## config.mk

```make
export PLATFORM = sky130hd
export DESIGN_NAME = cprc_dev_flat
export DESIGN_NICKNAME = d
export VERILOG_FILES = /design/src/include/cprc_pkg.sv /design/src/include/cprc_link_if.sv /design/src/rtl/cprc_dev.sv /design/src/flat_wrapper.sv
export VERILOG_INCLUDE_DIRS = /design/src /design/src/include
export SDC_FILE = /design/constraint.sdc
export NUM_CORES = 1
export LEC_CHECK = 0
export BUFFER_PORTS_ARGS = -buffer_cell sky130_fd_sc_hd__buf_2
export CORE_ASPECT_RATIO = 0.5
export CORE_UTILIZATION = 55
export DETAILED_ROUTE_END_ITERATION = 8
export PLACE_DENSITY = 0.81
export SETUP_SLACK_MARGIN = 0.5
export SYNTH_ARGS = -nofsm -noshare
export SYNTH_HDL_FRONTEND = slang
export SYNTH_SLANG_ARGS = --single-unit
```

## constraint.sdc

```tcl
create_clock -name pclk -period 7.3 [get_ports pclk]
set_clock_uncertainty 0.2 [all_clocks]
set_input_delay 1.46 -clock pclk [delete_from_list [all_inputs] [get_ports pclk]]
set_output_delay 1.46 -clock pclk [all_outputs]
set_load 0.01 [all_outputs]
```

## src/include/cprc_cfg.svh

```systemverilog
// Constants of the clock, power and reset controller.
// Included by both ends (cprc_dev, cprc_core); definitions only.
`ifndef CPRC_CFG_SVH
`define CPRC_CFG_SVH
`define CPRC_CLK_MHZ 40
`define CPRC_CLK_NS 25
`define CPRC_IRC_MHZ 12
`define CPRC_USB_MHZ 48
`define CPRC_REF_MIN_KHZ 10000
`define CPRC_REF_MAX_KHZ 25000
`define CPRC_CCO_MIN_KHZ 156000
`define CPRC_CCO_MAX_KHZ 320000
`define CPRC_FOUT_MAX_KHZ 100000
`define CPRC_MULT_MIN 1
`define CPRC_MULT_MAX 32
`define CPRC_PLL_LOCK_US 100
`define CPRC_PLL_LOCK_CYC (`CPRC_PLL_LOCK_US * `CPRC_CLK_MHZ)
`define CPRC_RST_MIN_NS 50
`define CPRC_RST_MIN_CYC \
	((`CPRC_RST_MIN_NS + `CPRC_CLK_NS - 1) / `CPRC_CLK_NS)
`define CPRC_CORE_HOLD_CYC 16
`define CPRC_BOOT_ADDR 32'h0000_0000
`define CPRC_OFF_MAINSEL 8'h00
`define CPRC_OFF_SYSPLL 8'h04
`define CPRC_OFF_USBPLL 8'h08
`define CPRC_OFF_CLOCK_OUT_PIN 8'h0c
`define CPRC_OFF_GATE 8'h10
`define CPRC_OFF_PMODE 8'h14
`define CPRC_OFF_BODCTL 8'h18
`define CPRC_OFF_STATUS 8'h1c
`define CPRC_MAIN_IRC 2'h0
`define CPRC_MAIN_SYSOSC 2'h1
`define CPRC_MAIN_PLL 2'h2
`define CPRC_MAIN_LOWRATE 2'h3
`define CPRC_CKO_IRC 2'h0
`define CPRC_CKO_SYSOSC 2'h1
`define CPRC_CKO_LOWRATE 2'h2
`define CPRC_CKO_MAIN 2'h3
`define CPRC_MODE_SLEEP 2'h0
`define CPRC_MODE_DEEP 2'h1
`define CPRC_MODE_PD 2'h2
`define CPRC_MODE_DPD 2'h3
`define CPRC_PLL_PSEL_LSB 5
`define CPRC_PLL_PWR_BIT 7
`define CPRC_PM_LOCK_BIT 2
`define CPRC_PM_KEEP_BIT 3
`define CPRC_PM_WDIRC_BIT 4
`define CPRC_ST_FLAG_LSB 3
`define CPRC_MAINSEL_RST 2'h0
`define CPRC_PLL_RST 8'h00
`define CPRC_CLOCK_OUT_PIN_RST 2'h0
`define CPRC_PMODE_RST 5'h00
`endif

```

## src/include/cprc_pkg.sv

```systemverilog
// Types shared by both ends of the clock, power and reset controller.
// Assumes cprc_cfg.svh on the include path.
`default_nettype none
package cprc_pkg;
	typedef enum logic [2:0] {
		CPRC_PWR_ACTIVE,
		CPRC_PWR_SLEEP,
		CPRC_PWR_DEEP,
		CPRC_PWR_PD,
		CPRC_PWR_DPD,
		CPRC_PWR_RESTORE
	} cprc_pwr_t;
	typedef enum logic [1:0] {
		CPRC_BUS_IDLE,
		CPRC_BUS_SETUP,
		CPRC_BUS_ACCESS
	} cprc_bus_t;
endpackage : cprc_pkg
`default_nettype wire

```

## src/include/cprc_link_if.sv

```systemverilog
// Link between the controller and the core: APB plus sleep sideband.
// Both ends run on pclk; the bench joins them through this.
`default_nettype none
interface cprc_link_if (
	input wire logic pclk,
	input wire logic presetn
);
	logic psel;
	logic penable;
	logic pwrite;
	logic [7:0] paddr;
	logic [31:0] pwdata;
	logic [31:0] prdata;
	logic pready;
	logic pslverr;
	logic sleep_req;
	logic irq_any;
	logic core_clk_en;
	logic core_rst_n;
	logic [1:0] pll_lock;
	logic [31:0] fetch_addr;
	modport dev (
		input psel, penable, pwrite, paddr, pwdata, sleep_req, irq_any,
		output prdata, pready, pslverr, core_clk_en, core_rst_n,
		output pll_lock, fetch_addr
	);
	modport core (
		output psel, penable, pwrite, paddr, pwdata, sleep_req, irq_any,
		input prdata, pready, pslverr, core_clk_en, core_rst_n,
		input pll_lock, fetch_addr
	);
endinterface : cprc_link_if
`default_nettype wire

```

## src/rtl/cprc_dev.sv

```systemverilog
// Clock, power-mode and reset controller, device end.
// Registers are an APB slave on the link; core sits on the far side.
//
// Implementation choices: the register addresses and the APB slave port.
`include "cprc_cfg.svh"
`default_nettype none
// Functional notes
// - Main clock is internal RC after any reset
// - Two identical PLLs: system and USB
// - Software keeps PLL reference within input range
// - Multiplier accepts every integer 1 through 32
// - Software keeps oscillator inside its frequency window
// - Post divider only 2, 4, 8, 16
// - Software keeps PLL output below ceiling
// - PLLs off and bypassed after reset
// - Software switches to PLL only after lock
// - Clock out pin picks one of four
// - Cleared gate bit stops peripheral clock
// - Light sleep stops core until interrupt
// - Peripherals run and interrupt in light sleep
// - Deep sleep keeps RC and optional low-rate; RC output gated unless pmode bit 4
// - Deep sleep wakes on reset, GPIO, watchdog, USB
// - Power-down stops all but optional low-rate
// - Deepest mode: only wake pin or a chip reset (ext, watchdog, brownout) revives chip
// - Lock bit refuses deepest power-down entry
// - Four reset sources restart RC and flash
// - External low pulse of 50 ns resets
// - Registers reset, core fetches from zero
// - Brownout raises interrupt, status, optional reset
module cprc_dev
	import cprc_pkg::*;
#(
	parameter int NPER = 16
) (
	input wire logic pclk,
	input wire logic presetn,
	cprc_link_if.dev link,
	input wire logic ext_resetn,
	input wire logic wdt_reset,
	input wire logic bod_low,
	input wire logic bod_trip,
	input wire logic wake_pin_n,
	input wire logic gpio_wake,
	input wire logic wdt_irq,
	input wire logic usb_irq,
	output logic [1:0] main_sel,
	output logic [1:0] clock_out_pin_sel,
	output logic irc_en,
	output logic irc_out_en,
	output logic sysosc_en,
	output logic lowrate_en,
	output logic [4:0] sys_pll_msel,
	output logic [1:0] sys_pll_psel,
	output logic sys_pll_on,
	output logic [4:0] usb_pll_msel,
	output logic [1:0] usb_pll_psel,
	output logic usb_pll_on,
	output logic [NPER-1:0] per_clk_en,
	output logic flash_init,
	output logic bod_irq
);
	if (NPER < 1 || NPER > 32) begin : g_chk
		$error("NPER must lie in 1..32");
	end

	localparam int LOCK_W = $clog2(`CPRC_PLL_LOCK_CYC + 1);
	localparam int HOLD_W = $clog2(`CPRC_CORE_HOLD_CYC + 1);
	localparam int RMIN_W = $clog2(`CPRC_RST_MIN_CYC + 1);
	localparam logic [LOCK_W-1:0] LOCK_CYC = LOCK_W'(`CPRC_PLL_LOCK_CYC);
	localparam logic [HOLD_W-1:0] HOLD_CYC = HOLD_W'(`CPRC_CORE_HOLD_CYC);
	localparam logic [RMIN_W-1:0] RMIN_CYC = RMIN_W'(`CPRC_RST_MIN_CYC);

	typedef struct packed {
		logic [1:0] main_sel;
		logic [7:0] sys_pll;
		logic [7:0] usb_pll;
		logic [1:0] clock_out_pin_sel;
		logic [NPER-1:0] gate;
		logic [4:0] pmode;
		logic bod_rst_en;
	} cprc_cfg_t;

	// Flags: refused, ext, wdt, por, brownout reset, deepest wake
	typedef struct packed {
		cprc_cfg_t cfg;
		logic [5:0] flags;
		cprc_pwr_t pwr;
		logic [LOCK_W-1:0] sys_cnt;
		logic [LOCK_W-1:0] usb_cnt;
		logic [HOLD_W-1:0] hold;
		logic [RMIN_W-1:0] ext_low;
		logic [1:0] ext_sync;
		logic [1:0] wake_sync;
		logic [1:0] bodl_sync;
		logic [1:0] bodt_sync;
		logic pready;
		logic pslverr;
		logic [31:0] prdata;
		logic core_rst_n;
		logic core_clk_en;
		logic [1:0] pll_lock;
		logic [31:0] fetch_addr;
		logic irc_en;
		logic irc_out_en;
		logic sysosc_en;
		logic lowrate_en;
		logic [NPER-1:0] per_en;
		logic flash_init;
		logic bod_irq;
		logic sys_on;
		logic usb_on;
	} cprc_dev_st_t;

	localparam cprc_cfg_t CFG_RST = '{
		main_sel: `CPRC_MAINSEL_RST,
		sys_pll: `CPRC_PLL_RST,
		usb_pll: `CPRC_PLL_RST,
		clock_out_pin_sel: `CPRC_CLOCK_OUT_PIN_RST,
		gate: '1,
		pmode: `CPRC_PMODE_RST,
		bod_rst_en: 1'b0
	};

	localparam cprc_dev_st_t ST_RST = '{
		cfg: CFG_RST,
		flags: 6'h08,
		// Pins idle high; a low start would fake a reset
		ext_sync: 2'h3,
		wake_sync: 2'h3,
		pwr: CPRC_PWR_ACTIVE,
		hold: HOLD_CYC,
		fetch_addr: `CPRC_BOOT_ADDR,
		irc_en: 1'b1,
		irc_out_en: 1'b1,
		flash_init: 1'b1,
		default: '0
	};

	cprc_dev_st_t q;
	cprc_dev_st_t d;

	// Clocks stop in every mode deeper than light sleep
	function automatic logic clk_run(cprc_pwr_t p);
		return p == CPRC_PWR_ACTIVE || p == CPRC_PWR_SLEEP
			|| p == CPRC_PWR_RESTORE;
	endfunction : clk_run

	// Lock timer restarts on power-up or any reprogramming
	function automatic logic [LOCK_W-1:0] lock_next(
		logic [LOCK_W-1:0] c, logic on, logic restart);
		if (!on || restart)
			return '0;
		if (c != LOCK_CYC)
			return c + LOCK_W'(1);
		return c;
	endfunction : lock_next

	always_comb begin
		logic setup;
		logic wr;
		logic sys_wr;
		logic usb_wr;
		logic ext_rst;
		logic dpd_wake;
		logic chip_rst;
		logic refused;
		logic [5:0] clr;
		logic [1:0] mode;
		logic running;
		logic deep_evt;
		setup = link.psel & ~link.penable;
		wr = link.psel & link.penable & link.pwrite & q.pready;
		sys_wr = 1'b0;
		usb_wr = 1'b0;
		refused = 1'b0;
		dpd_wake = 1'b0;
		clr = '0;
		mode = q.cfg.pmode[1:0];
		ext_rst = 1'b0;
		chip_rst = 1'b0;
		running = 1'b0;
		deep_evt = 1'b0;
		d = q;
		d.ext_sync = {q.ext_sync[0], ext_resetn};
		d.wake_sync = {q.wake_sync[0], wake_pin_n};
		d.bodl_sync = {q.bodl_sync[0], bod_low};
		d.bodt_sync = {q.bodt_sync[0], bod_trip};
		if (q.ext_sync[1])
			d.ext_low = '0;
		else if (q.ext_low != RMIN_CYC - RMIN_W'(1))
			d.ext_low = q.ext_low + RMIN_W'(1);
		ext_rst = !q.ext_sync[1] && q.ext_low == RMIN_CYC - RMIN_W'(1);
		// Registered answer: one wait-free access phase
		d.pready = setup;
		d.pslverr = setup && (link.paddr[1:0] != 2'b00
			|| link.paddr > `CPRC_OFF_STATUS);
		d.prdata = '0;
		if (setup) begin
			case (link.paddr)
				`CPRC_OFF_MAINSEL: d.prdata[1:0] = q.cfg.main_sel;
				`CPRC_OFF_SYSPLL: d.prdata[7:0] = q.cfg.sys_pll;
				`CPRC_OFF_USBPLL: d.prdata[7:0] = q.cfg.usb_pll;
				`CPRC_OFF_CLOCK_OUT_PIN: d.prdata[1:0] = q.cfg.clock_out_pin_sel;
				`CPRC_OFF_GATE: d.prdata[NPER-1:0] = q.cfg.gate;
				`CPRC_OFF_PMODE: d.prdata[4:0] = q.cfg.pmode;
				`CPRC_OFF_BODCTL: d.prdata[0] = q.cfg.bod_rst_en;
				`CPRC_OFF_STATUS: d.prdata[8:0] = {q.flags, q.bodl_sync[1], q.pll_lock};
				default: d.prdata = '0;
			endcase
		end
		if (wr) begin
			case (link.paddr)
				`CPRC_OFF_MAINSEL: d.cfg.main_sel = link.pwdata[1:0];
				`CPRC_OFF_SYSPLL: begin
					d.cfg.sys_pll = link.pwdata[7:0];
					sys_wr = 1'b1;
				end
				`CPRC_OFF_USBPLL: begin
					d.cfg.usb_pll = link.pwdata[7:0];
					usb_wr = 1'b1;
				end
				`CPRC_OFF_CLOCK_OUT_PIN: d.cfg.clock_out_pin_sel = link.pwdata[1:0];
				`CPRC_OFF_GATE: d.cfg.gate = link.pwdata[NPER-1:0];
				`CPRC_OFF_PMODE: d.cfg.pmode = link.pwdata[4:0];
				`CPRC_OFF_BODCTL: d.cfg.bod_rst_en = link.pwdata[0];
				`CPRC_OFF_STATUS: clr = link.pwdata[8:`CPRC_ST_FLAG_LSB];
				default: ;
			endcase
		end
		// Both PLLs share one lock timer design
		d.sys_cnt = lock_next(q.sys_cnt,
			q.cfg.sys_pll[`CPRC_PLL_PWR_BIT] && clk_run(q.pwr), sys_wr);
		d.usb_cnt = lock_next(q.usb_cnt,
			q.cfg.usb_pll[`CPRC_PLL_PWR_BIT] && clk_run(q.pwr), usb_wr);
		deep_evt = gpio_wake | wdt_irq | usb_irq;
		unique case (q.pwr)
			CPRC_PWR_ACTIVE: begin
				if (link.sleep_req && q.core_rst_n) begin
					unique case (mode)
						`CPRC_MODE_SLEEP: d.pwr = CPRC_PWR_SLEEP;
						`CPRC_MODE_DEEP: d.pwr = CPRC_PWR_DEEP;
						`CPRC_MODE_PD: d.pwr = CPRC_PWR_PD;
						`CPRC_MODE_DPD: begin
							// Falls back to light sleep so the core still stops
							if (q.cfg.pmode[`CPRC_PM_LOCK_BIT]) begin
								d.pwr = CPRC_PWR_SLEEP;
								refused = 1'b1;
							end else begin
								d.pwr = CPRC_PWR_DPD;
							end
						end
					endcase
				end
			end
			CPRC_PWR_SLEEP: begin
				if (link.irq_any)
					d.pwr = CPRC_PWR_ACTIVE;
			end
			CPRC_PWR_DEEP, CPRC_PWR_PD: begin
				if (deep_evt)
					d.pwr = CPRC_PWR_RESTORE;
			end
			CPRC_PWR_RESTORE: begin
				// Powered PLLs must relock before the core may run
				if ((!q.cfg.sys_pll[`CPRC_PLL_PWR_BIT] || q.pll_lock[0])
					&& (!q.cfg.usb_pll[`CPRC_PLL_PWR_BIT] || q.pll_lock[1]))
					d.pwr = CPRC_PWR_ACTIVE;
			end
			CPRC_PWR_DPD: begin
				dpd_wake = !q.wake_sync[1];
			end
		endcase
		chip_rst = ext_rst || wdt_reset || dpd_wake
			|| (q.cfg.bod_rst_en && q.bodt_sync[1]);
		// Set wins over a same-cycle clear
		d.flags = (q.flags & ~clr) | {dpd_wake,
			q.cfg.bod_rst_en & q.bodt_sync[1], 1'b0, wdt_reset, ext_rst,
			refused};
		if (q.hold != '0)
			d.hold = q.hold - HOLD_W'(1);
		d.core_rst_n = q.hold == '0;
		d.flash_init = 1'b0;
		if (chip_rst) begin
			d.cfg = CFG_RST;
			d.pwr = CPRC_PWR_ACTIVE;
			d.sys_cnt = '0;
			d.usb_cnt = '0;
			d.hold = HOLD_CYC;
			d.core_rst_n = 1'b0;
			d.flash_init = 1'b1;
		end
		running = clk_run(d.pwr);
		d.pll_lock = {d.usb_cnt == LOCK_CYC, d.sys_cnt == LOCK_CYC};
		d.core_clk_en = d.pwr == CPRC_PWR_ACTIVE && d.core_rst_n;
		d.per_en = (d.pwr == CPRC_PWR_ACTIVE || d.pwr == CPRC_PWR_SLEEP)
			? d.cfg.gate : '0;
		d.irc_en = chip_rst || (d.pwr != CPRC_PWR_PD
			&& d.pwr != CPRC_PWR_DPD);
		d.irc_out_en = chip_rst || running || (d.pwr == CPRC_PWR_DEEP
			&& d.cfg.pmode[`CPRC_PM_WDIRC_BIT]);
		d.sysosc_en = running && (d.cfg.main_sel == `CPRC_MAIN_SYSOSC
			|| d.cfg.clock_out_pin_sel == `CPRC_CKO_SYSOSC
			|| d.cfg.sys_pll[`CPRC_PLL_PWR_BIT]
			|| d.cfg.usb_pll[`CPRC_PLL_PWR_BIT]);
		d.lowrate_en = (running && (d.cfg.main_sel == `CPRC_MAIN_LOWRATE
			|| d.cfg.clock_out_pin_sel == `CPRC_CKO_LOWRATE))
			|| (d.pwr != CPRC_PWR_DPD
			&& d.cfg.pmode[`CPRC_PM_KEEP_BIT]);
		d.fetch_addr = `CPRC_BOOT_ADDR;
		d.bod_irq = q.bodl_sync[1];
		d.sys_on = d.cfg.sys_pll[`CPRC_PLL_PWR_BIT] && running;
		d.usb_on = d.cfg.usb_pll[`CPRC_PLL_PWR_BIT] && running;
	end

	always_ff @(posedge pclk or negedge presetn) begin
		if (!presetn) begin
			q <= ST_RST;
		end else begin
			q <= d;
		end
	end

	assign link.prdata = q.prdata;
	assign link.pready = q.pready;
	assign link.pslverr = q.pslverr;
	assign link.core_clk_en = q.core_clk_en;
	assign link.core_rst_n = q.core_rst_n;
	assign link.pll_lock = q.pll_lock;
	assign link.fetch_addr = q.fetch_addr;
	assign main_sel = q.cfg.main_sel;
	assign clock_out_pin_sel = q.cfg.clock_out_pin_sel;
	assign irc_en = q.irc_en;
	assign irc_out_en = q.irc_out_en;
	assign sysosc_en = q.sysosc_en;
	assign lowrate_en = q.lowrate_en;
	assign sys_pll_msel = q.cfg.sys_pll[4:0];
	assign sys_pll_psel = q.cfg.sys_pll[6:5];
	assign sys_pll_on = q.sys_on;
	assign usb_pll_msel = q.cfg.usb_pll[4:0];
	assign usb_pll_psel = q.cfg.usb_pll[6:5];
	assign usb_pll_on = q.usb_on;
	assign per_clk_en = q.per_en;
	assign flash_init = q.flash_init;
	assign bod_irq = q.bod_irq;
endmodule : cprc_dev
`default_nettype wire

```

## src/flat_wrapper.sv

```systemverilog
// flat-port wrapper written by rule: the top's interface ports become plain ports
module cprc_dev_flat import cprc_pkg::*;
#(
	parameter int NPER = 16
)
  (pclk, presetn, ext_resetn, wdt_reset, bod_low, bod_trip, wake_pin_n, gpio_wake, wdt_irq, usb_irq, main_sel, clock_out_pin_sel, irc_en, irc_out_en, sysosc_en, lowrate_en, sys_pll_msel, sys_pll_psel, sys_pll_on, usb_pll_msel, usb_pll_psel, usb_pll_on, per_clk_en, flash_init, bod_irq, link_psel, link_penable, link_pwrite, link_paddr, link_pwdata, link_sleep_req, link_irq_any, link_prdata, link_pready, link_pslverr, link_core_clk_en, link_core_rst_n, link_pll_lock, link_fetch_addr);
  cprc_link_if link_i (.pclk(pclk), .presetn(presetn));
  input wire logic pclk;
  input wire logic presetn;
  input wire logic ext_resetn;
  input wire logic wdt_reset;
  input wire logic bod_low;
  input wire logic bod_trip;
  input wire logic wake_pin_n;
  input wire logic gpio_wake;
  input wire logic wdt_irq;
  input wire logic usb_irq;
  output logic [1:0] main_sel;
  output logic [1:0] clock_out_pin_sel;
  output logic irc_en;
  output logic irc_out_en;
  output logic sysosc_en;
  output logic lowrate_en;
  output logic [4:0] sys_pll_msel;
  output logic [1:0] sys_pll_psel;
  output logic sys_pll_on;
  output logic [4:0] usb_pll_msel;
  output logic [1:0] usb_pll_psel;
  output logic usb_pll_on;
  output logic [NPER-1:0] per_clk_en;
  output logic flash_init;
  output logic bod_irq;
  input wire logic [$bits(link_i.psel)-1:0] link_psel;
  input wire logic [$bits(link_i.penable)-1:0] link_penable;
  input wire logic [$bits(link_i.pwrite)-1:0] link_pwrite;
  input wire logic [$bits(link_i.paddr)-1:0] link_paddr;
  input wire logic [$bits(link_i.pwdata)-1:0] link_pwdata;
  input wire logic [$bits(link_i.sleep_req)-1:0] link_sleep_req;
  input wire logic [$bits(link_i.irq_any)-1:0] link_irq_any;
  output wire logic [$bits(link_i.prdata)-1:0] link_prdata;
  output wire logic [$bits(link_i.pready)-1:0] link_pready;
  output wire logic [$bits(link_i.pslverr)-1:0] link_pslverr;
  output wire logic [$bits(link_i.core_clk_en)-1:0] link_core_clk_en;
  output wire logic [$bits(link_i.core_rst_n)-1:0] link_core_rst_n;
  output wire logic [$bits(link_i.pll_lock)-1:0] link_pll_lock;
  output wire logic [$bits(link_i.fetch_addr)-1:0] link_fetch_addr;
  assign link_i.psel = link_psel;
  assign link_i.penable = link_penable;
  assign link_i.pwrite = link_pwrite;
  assign link_i.paddr = link_paddr;
  assign link_i.pwdata = link_pwdata;
  assign link_i.sleep_req = link_sleep_req;
  assign link_i.irq_any = link_irq_any;
  assign link_prdata = link_i.prdata;
  assign link_pready = link_i.pready;
  assign link_pslverr = link_i.pslverr;
  assign link_core_clk_en = link_i.core_clk_en;
  assign link_core_rst_n = link_i.core_rst_n;
  assign link_pll_lock = link_i.pll_lock;
  assign link_fetch_addr = link_i.fetch_addr;
  cprc_dev #(.NPER(NPER)) u_core (.pclk(pclk), .presetn(presetn), .link(link_i), .ext_resetn(ext_resetn), .wdt_reset(wdt_reset), .bod_low(bod_low), .bod_trip(bod_trip), .wake_pin_n(wake_pin_n), .gpio_wake(gpio_wake), .wdt_irq(wdt_irq), .usb_irq(usb_irq), .main_sel(main_sel), .clock_out_pin_sel(clock_out_pin_sel), .irc_en(irc_en), .irc_out_en(irc_out_en), .sysosc_en(sysosc_en), .lowrate_en(lowrate_en), .sys_pll_msel(sys_pll_msel), .sys_pll_psel(sys_pll_psel), .sys_pll_on(sys_pll_on), .usb_pll_msel(usb_pll_msel), .usb_pll_psel(usb_pll_psel), .usb_pll_on(usb_pll_on), .per_clk_en(per_clk_en), .flash_init(flash_init), .bod_irq(bod_irq));
endmodule
```

After elaboration in Yosys (flattened, before gate mapping):

Index checks and enable logic that the tools add are counted.

* multiplexer cells: 55
* equality and inequality tests: 30
* bitwise operators: 11
* add/sub/neg operators: 4
* order comparisons: 1
* reductions and logical operators: 60

Operators with widths (count)
* $mux 12: 8
* $mux 42: 2
* $mux 16: 3
* $pmux 3 s4: 3
* $eq 8x5->1 const B: 4
* $mux 32: 1
* $add 12x1->12 const B: 2
* $eq 12x12->1 const B: 2
* $ne 12x12->1 const B: 2
* $logic_or 1x1->1: 20
* $mux 1: 18
* $eq 8x4->1 const B: 2
* $mux 8: 2
* $reduce_bool 2->1: 8
* $logic_and 1x1->1: 15
* $mux 3: 5
* $pmux 3 s5: 1
* $mux 6: 2
* $mux 5: 2
* $eq 3x2->1 const B: 3
* $eq 3x3->1 const B: 3
* $eq 2x1->1 const B: 4
* $eq 2x2->1 const B: 4
* $eq 8x3->1 const B: 1
* other kinds (26): 44

* input port bits: 55
* output and inout bits: 112
* word-level logic and storage cells: 196
* register bits after elaboration: 136

Logic depth before layout (Yosys ltp):

* depth after elaboration: 16
* depth in mapped cells: 9
* gate-level depth less buffers: 8

Worst setup path before layout:

OpenSTA, ideal clock, no wires.

* path kind: in2reg
* start point: in link_paddr[4]
* end point: reg u_core.q (netlist bit u_core.sysosc_en)
* arrival: 3.098 ns
* data required time: 7.013 ns
* slack: 3.915 ns
* path buffers: 2
* stages on the path: 7
* path through: buf_6 -> or4_4 -> buf_6 -> nor4_4 -> o21ai_2 -> and4_4 -> a211oi_2

RTL lines
* from (decl): RTL line flat_wrapper.sv:36 `input wire logic [$bits(link_i.paddr)-1:0] link_paddr;`
* to (signal assigned): RTL line cprc_dev.sv:317 `q <= ST_RST;`
* to (signal assigned): RTL line cprc_dev.sv:319 `q <= d;`
* to (decl): RTL line cprc_dev.sv:139 `cprc_dev_st_t q;`

==> impl_results.md <==
* Result of the run: finished clean
* Worst setup path class: in -> reg
* Width of the chip at about 160 um
* Total congestion overflow after global routing at 0
* Post-synthesis cell area at slightly above 7000 um^2
* # Post-CTS Setup Buffers at 0
* DRC violations left at 0
* Via-to-Cell Ratio at about 5.8
* Clock root buffer: sky130_fd_sc_hd__clkbuf_16
* Share of synthesized flip-flops with an asynchronous set or reset at 1.00
* Layout-stage area growth over the synthesis result at 8.01%
* Antenna-violating nets left at 0
* Sequential fraction of the synthesis area at 0.483
* Overall via count from detail_route at between 5000 and 6000
* Min setup slack post-route at about 3.5 ns
* Routed Wire Length at 15700 um
* DP HPWL at between 10000 and 15000 um
* Synth Flop Type: sky130_fd_sc_hd__dfrtp_1
* Hold buffers post-CTS at 0
* Mean post-synth cell area at ~10 um^2
* Initial Utilization at 0.583
* Setup repair after global routing missed its margin: false
* First-pass DRT Iterations at 5
* Min cycle time layout at about 3.8 ns
* Resize count post-CTS at 0
* Final setup violation count at 0
* Pre-CTS WS at 3.15 ns
* Critical Path AT at just under 4 ns
* Total power per unit cell area at between 200 and 250 nW/um^2
* Final Cycle Share at 0.517
* Number of clock buffers inserted by TritonCTS at 17
* CTS max path bufs at 2
* Post-Route Hold Slack at 0.147 ns
* Clock sink count at between 100 and 150
* Gate Count Post-Synth at 717
* First-pass GRT wire length at approximately 25000 um
* Depth of the worst register-to-register path at 7
* Worst setup SP type: input port
* WHS Endpoint: u_core.d[2]
* Reg2Reg Capture Point: u_core.per_clk_en[1]
* Violation count after the first detailed-routing iteration at 547
* Post-synthesis cell type count at 73
* Wire length per cell after detailed routing at approximately 17 um
* CTS tree: done
* Crit path required time at about 7.4 ns
* Die height at 82.4 um
* Antenna cells at 0
* Number of I/O pins at ~170
* F_max at approximately 270 MHz
* Die area at about 13000 um^2
* Hold Crit Class: reg -> reg
* Clock Latency Late Sink at 0.42 ns
* FP Rows at 28
* Via count of the first global-routing pass at 5076
* Flop2flop setup slack at ~3.9 ns
* GRT Total Usage at 0.245
* Final hold viol count at 0
* Start point of the worst hold path: u_core.d[97]
* Initial antenna violation count at 0
* Metal3 WL at 1320 um
* Number of synthesized flops with an enable pin at 0
* Port Buffer Count at between 100 and 150
* Accumulated negative setup slack at 0 ns
* Top fanout value on the critical path at 18
* Post-CTS clock slew at the launch and capture registers of the worst setup and hold paths at ~0.070 ns
* Fraction of layout instances using a drive strength above 1 at 0.236
* Final #Nets at between 800 and 900
* Element type at the critical path end: flip-flop
* Max_cap viols at 0
* Worst Max-Slew Pin Slew at approximately 1.4 ns
* Number of levels in the clock H-tree at 4
* Number of warning messages in the yosys log at 0
* Max-slew violation count at 0
* Max Used Layer: met4
* Amount of wire on met2 after detailed routing at ~7300 um
* Launching point of the worst reg2reg path: u_core.q[102]
* Number of synthesized register bits at roughly 140
* M1 wire length at about 6700 um
* Peak supply drop at between 0.0001 and 0.00015 V
* Lkg Pwr at 3.54 nW
* Worst hold path cell count at 0
* Placer congestion estimate at 0.895
* Relative max-transition margin at 0.0769
* Standard cell core area at 12200 um^2
* Largest net degree at the start of global routing at 85
cell usage after synthesis (6+ instances only):
master / count / area share
sky130_fd_sc_hd__dfrtp_1: 111 / 0.39
sky130_fd_sc_hd__buf_4: 101 / 0.11
sky130_fd_sc_hd__nand2_1: 83 / 0.044
sky130_fd_sc_hd__nor2_1: 56 / 0.030
sky130_fd_sc_hd__nand3_1: 32 / 0.023
sky130_fd_sc_hd__dfstp_2: 25 / 0.092
sky130_fd_sc_hd__and3_1: 24 / 0.021
sky130_fd_sc_hd__a31oi_1: 23 / 0.020
sky130_fd_sc_hd__a21oi_1: 19 / 0.013
sky130_fd_sc_hd__clkbuf_1: 18 / 0.0095
sky130_fd_sc_hd__mux2i_1: 17 / 0.024
sky130_fd_sc_hd__xor2_1: 17 / 0.021
sky130_fd_sc_hd__a22oi_1: 14 / 0.015
sky130_fd_sc_hd__and2_1: 12 / 0.011
sky130_fd_sc_hd__inv_1: 11 / 0.0058
sky130_fd_sc_hd__nand4_1: 11 / 0.0097
sky130_fd_sc_hd__o21ai_0: 9 / 0.0063
sky130_fd_sc_hd__buf_2: 8 / 0.0056
sky130_fd_sc_hd__ha_1: 8 / 0.014
sky130_fd_sc_hd__nor3_1: 7 / 0.0049
sky130_fd_sc_hd__nor2b_1: 6 / 0.0053
sky130_fd_sc_hd__nor4b_1: 6 / 0.0074
sky130_fd_sc_hd__xnor2_1: 6 / 0.0074
worst max-delay path: stages:
cell                      delay (ns)
sky130_fd_sc_hd__buf_2          0.11
sky130_fd_sc_hd__nor3_1         0.56
sky130_fd_sc_hd__and3_1         0.72
sky130_fd_sc_hd__and2_1         0.65
sky130_fd_sc_hd__nand2_1        0.19
sky130_fd_sc_hd__a31oi_1        0.21
area by class of cell:
| class | instances | area, um^2 |
|---|---|---|
| Fill cell | 987 | 4510 |
| Sequential cell | 136 | 3430 |
| Multi-Input combinational cell | 482 | 2900 |
| Timing Repair Buffer | 104 | 532 |
| Clock buffer | 17 | 425 |
| Tap cell | 165 | 206 |
| Clock inverter | 15 | 134 |
| Inverter | 13 | 48.8 |
power breakdown:
part / switching (mW) / total, mW / internal (mW)
Clock: 0.366 / 0.814 / 0.448
Combinational: 0.116 / 0.169 / 0.0528
Sequential: 0.0195 / 0.801 / 0.781
how the worst max path moves through the flow:
stage             startpoint                     to  cells past startpoint
2_1_floorplan  link_paddr[4]       u_core.sysosc_en                      7
3_3_place_gp       wdt_reset   u_core.per_clk_en[1]                      6
3_5_place_dp       wdt_reset   u_core.per_clk_en[1]                      6
4_1_cts            wdt_reset   u_core.per_clk_en[1]                      6
5_1_grt            wdt_reset   u_core.per_clk_en[1]                      6
6_report       link_paddr[5]  u_core.per_clk_en[12]                      6
layout by cell type (no fill, tap or decap), drive strengths merged, types with 17 or more instances in the layout:
cell / netlist / final
dfrtp: 111 / 111
buf: 114 / 104
nand2: 83 / 83
nor2: 57 / 57
conb: 1 / 48
nand3: 32 / 32
dfstp: 25 / 25
and3: 24 / 24
a31oi: 23 / 23
inv: 12 / 21
a21oi: 19 / 19
xor2: 17 / 17
mux2i: 17 / 17
clkbuf: 19 / 17
sequential cells by signal, summed over array words and instances, names as in the netlist, 2 cells and up:
| name | flops |
|---|---|
| u_core.per_clk_en | 16 |
| u_core.link.pll_lock | 2 |
| u_core.link.prdata | 16 |
| u_core.sys_pll_msel | 5 |
| u_core.usb_pll_msel | 5 |
| u_core.sys_pll_psel | 2 |
| u_core.q | 67 |
| u_core.clock_out_pin_sel | 2 |
| u_core.d | 5 |
| u_core.usb_pll_psel | 2 |
| u_core.main_sel | 2 |
cell families (layout without fill, tap and decap cells):
logic type	after synthesis	count (layout)	share of synthesized area
and+or+nand+nor	279	279	0.204
buffers and inverters	146	149	0.134
DFF	136	136	0.483
AOI/OAI and AO/OA	103	103	0.104
xor gates and xnor gates	23	23	0.0283
muxes	21	21	0.0319
adders and majority gates	8	8	0.0141
other	1	48	0.000528
stage by stage:
stage	power (mW)	area, um^2	std cells	utilization
after global routing	1.85	7680	932	0.630
after CTS	1.79	7680	932	0.630
after detailed placement	0.975	7120	900	0.584
after global placement	0.968	7120	900	0.584
final	1.78	7680	932	0.630
after floorplan	0.938	7280	764	-
layer usage:
metal / GRT usage / vias to the layer above
met4: 0.109 / 0
met1: 0.313 / 2631
met5: 0 / -
met2: 0.397 / 280
met3: 0.0654 / 26
li1: - / 2429
Note: power is estimated with default switching activity, not from simulation.
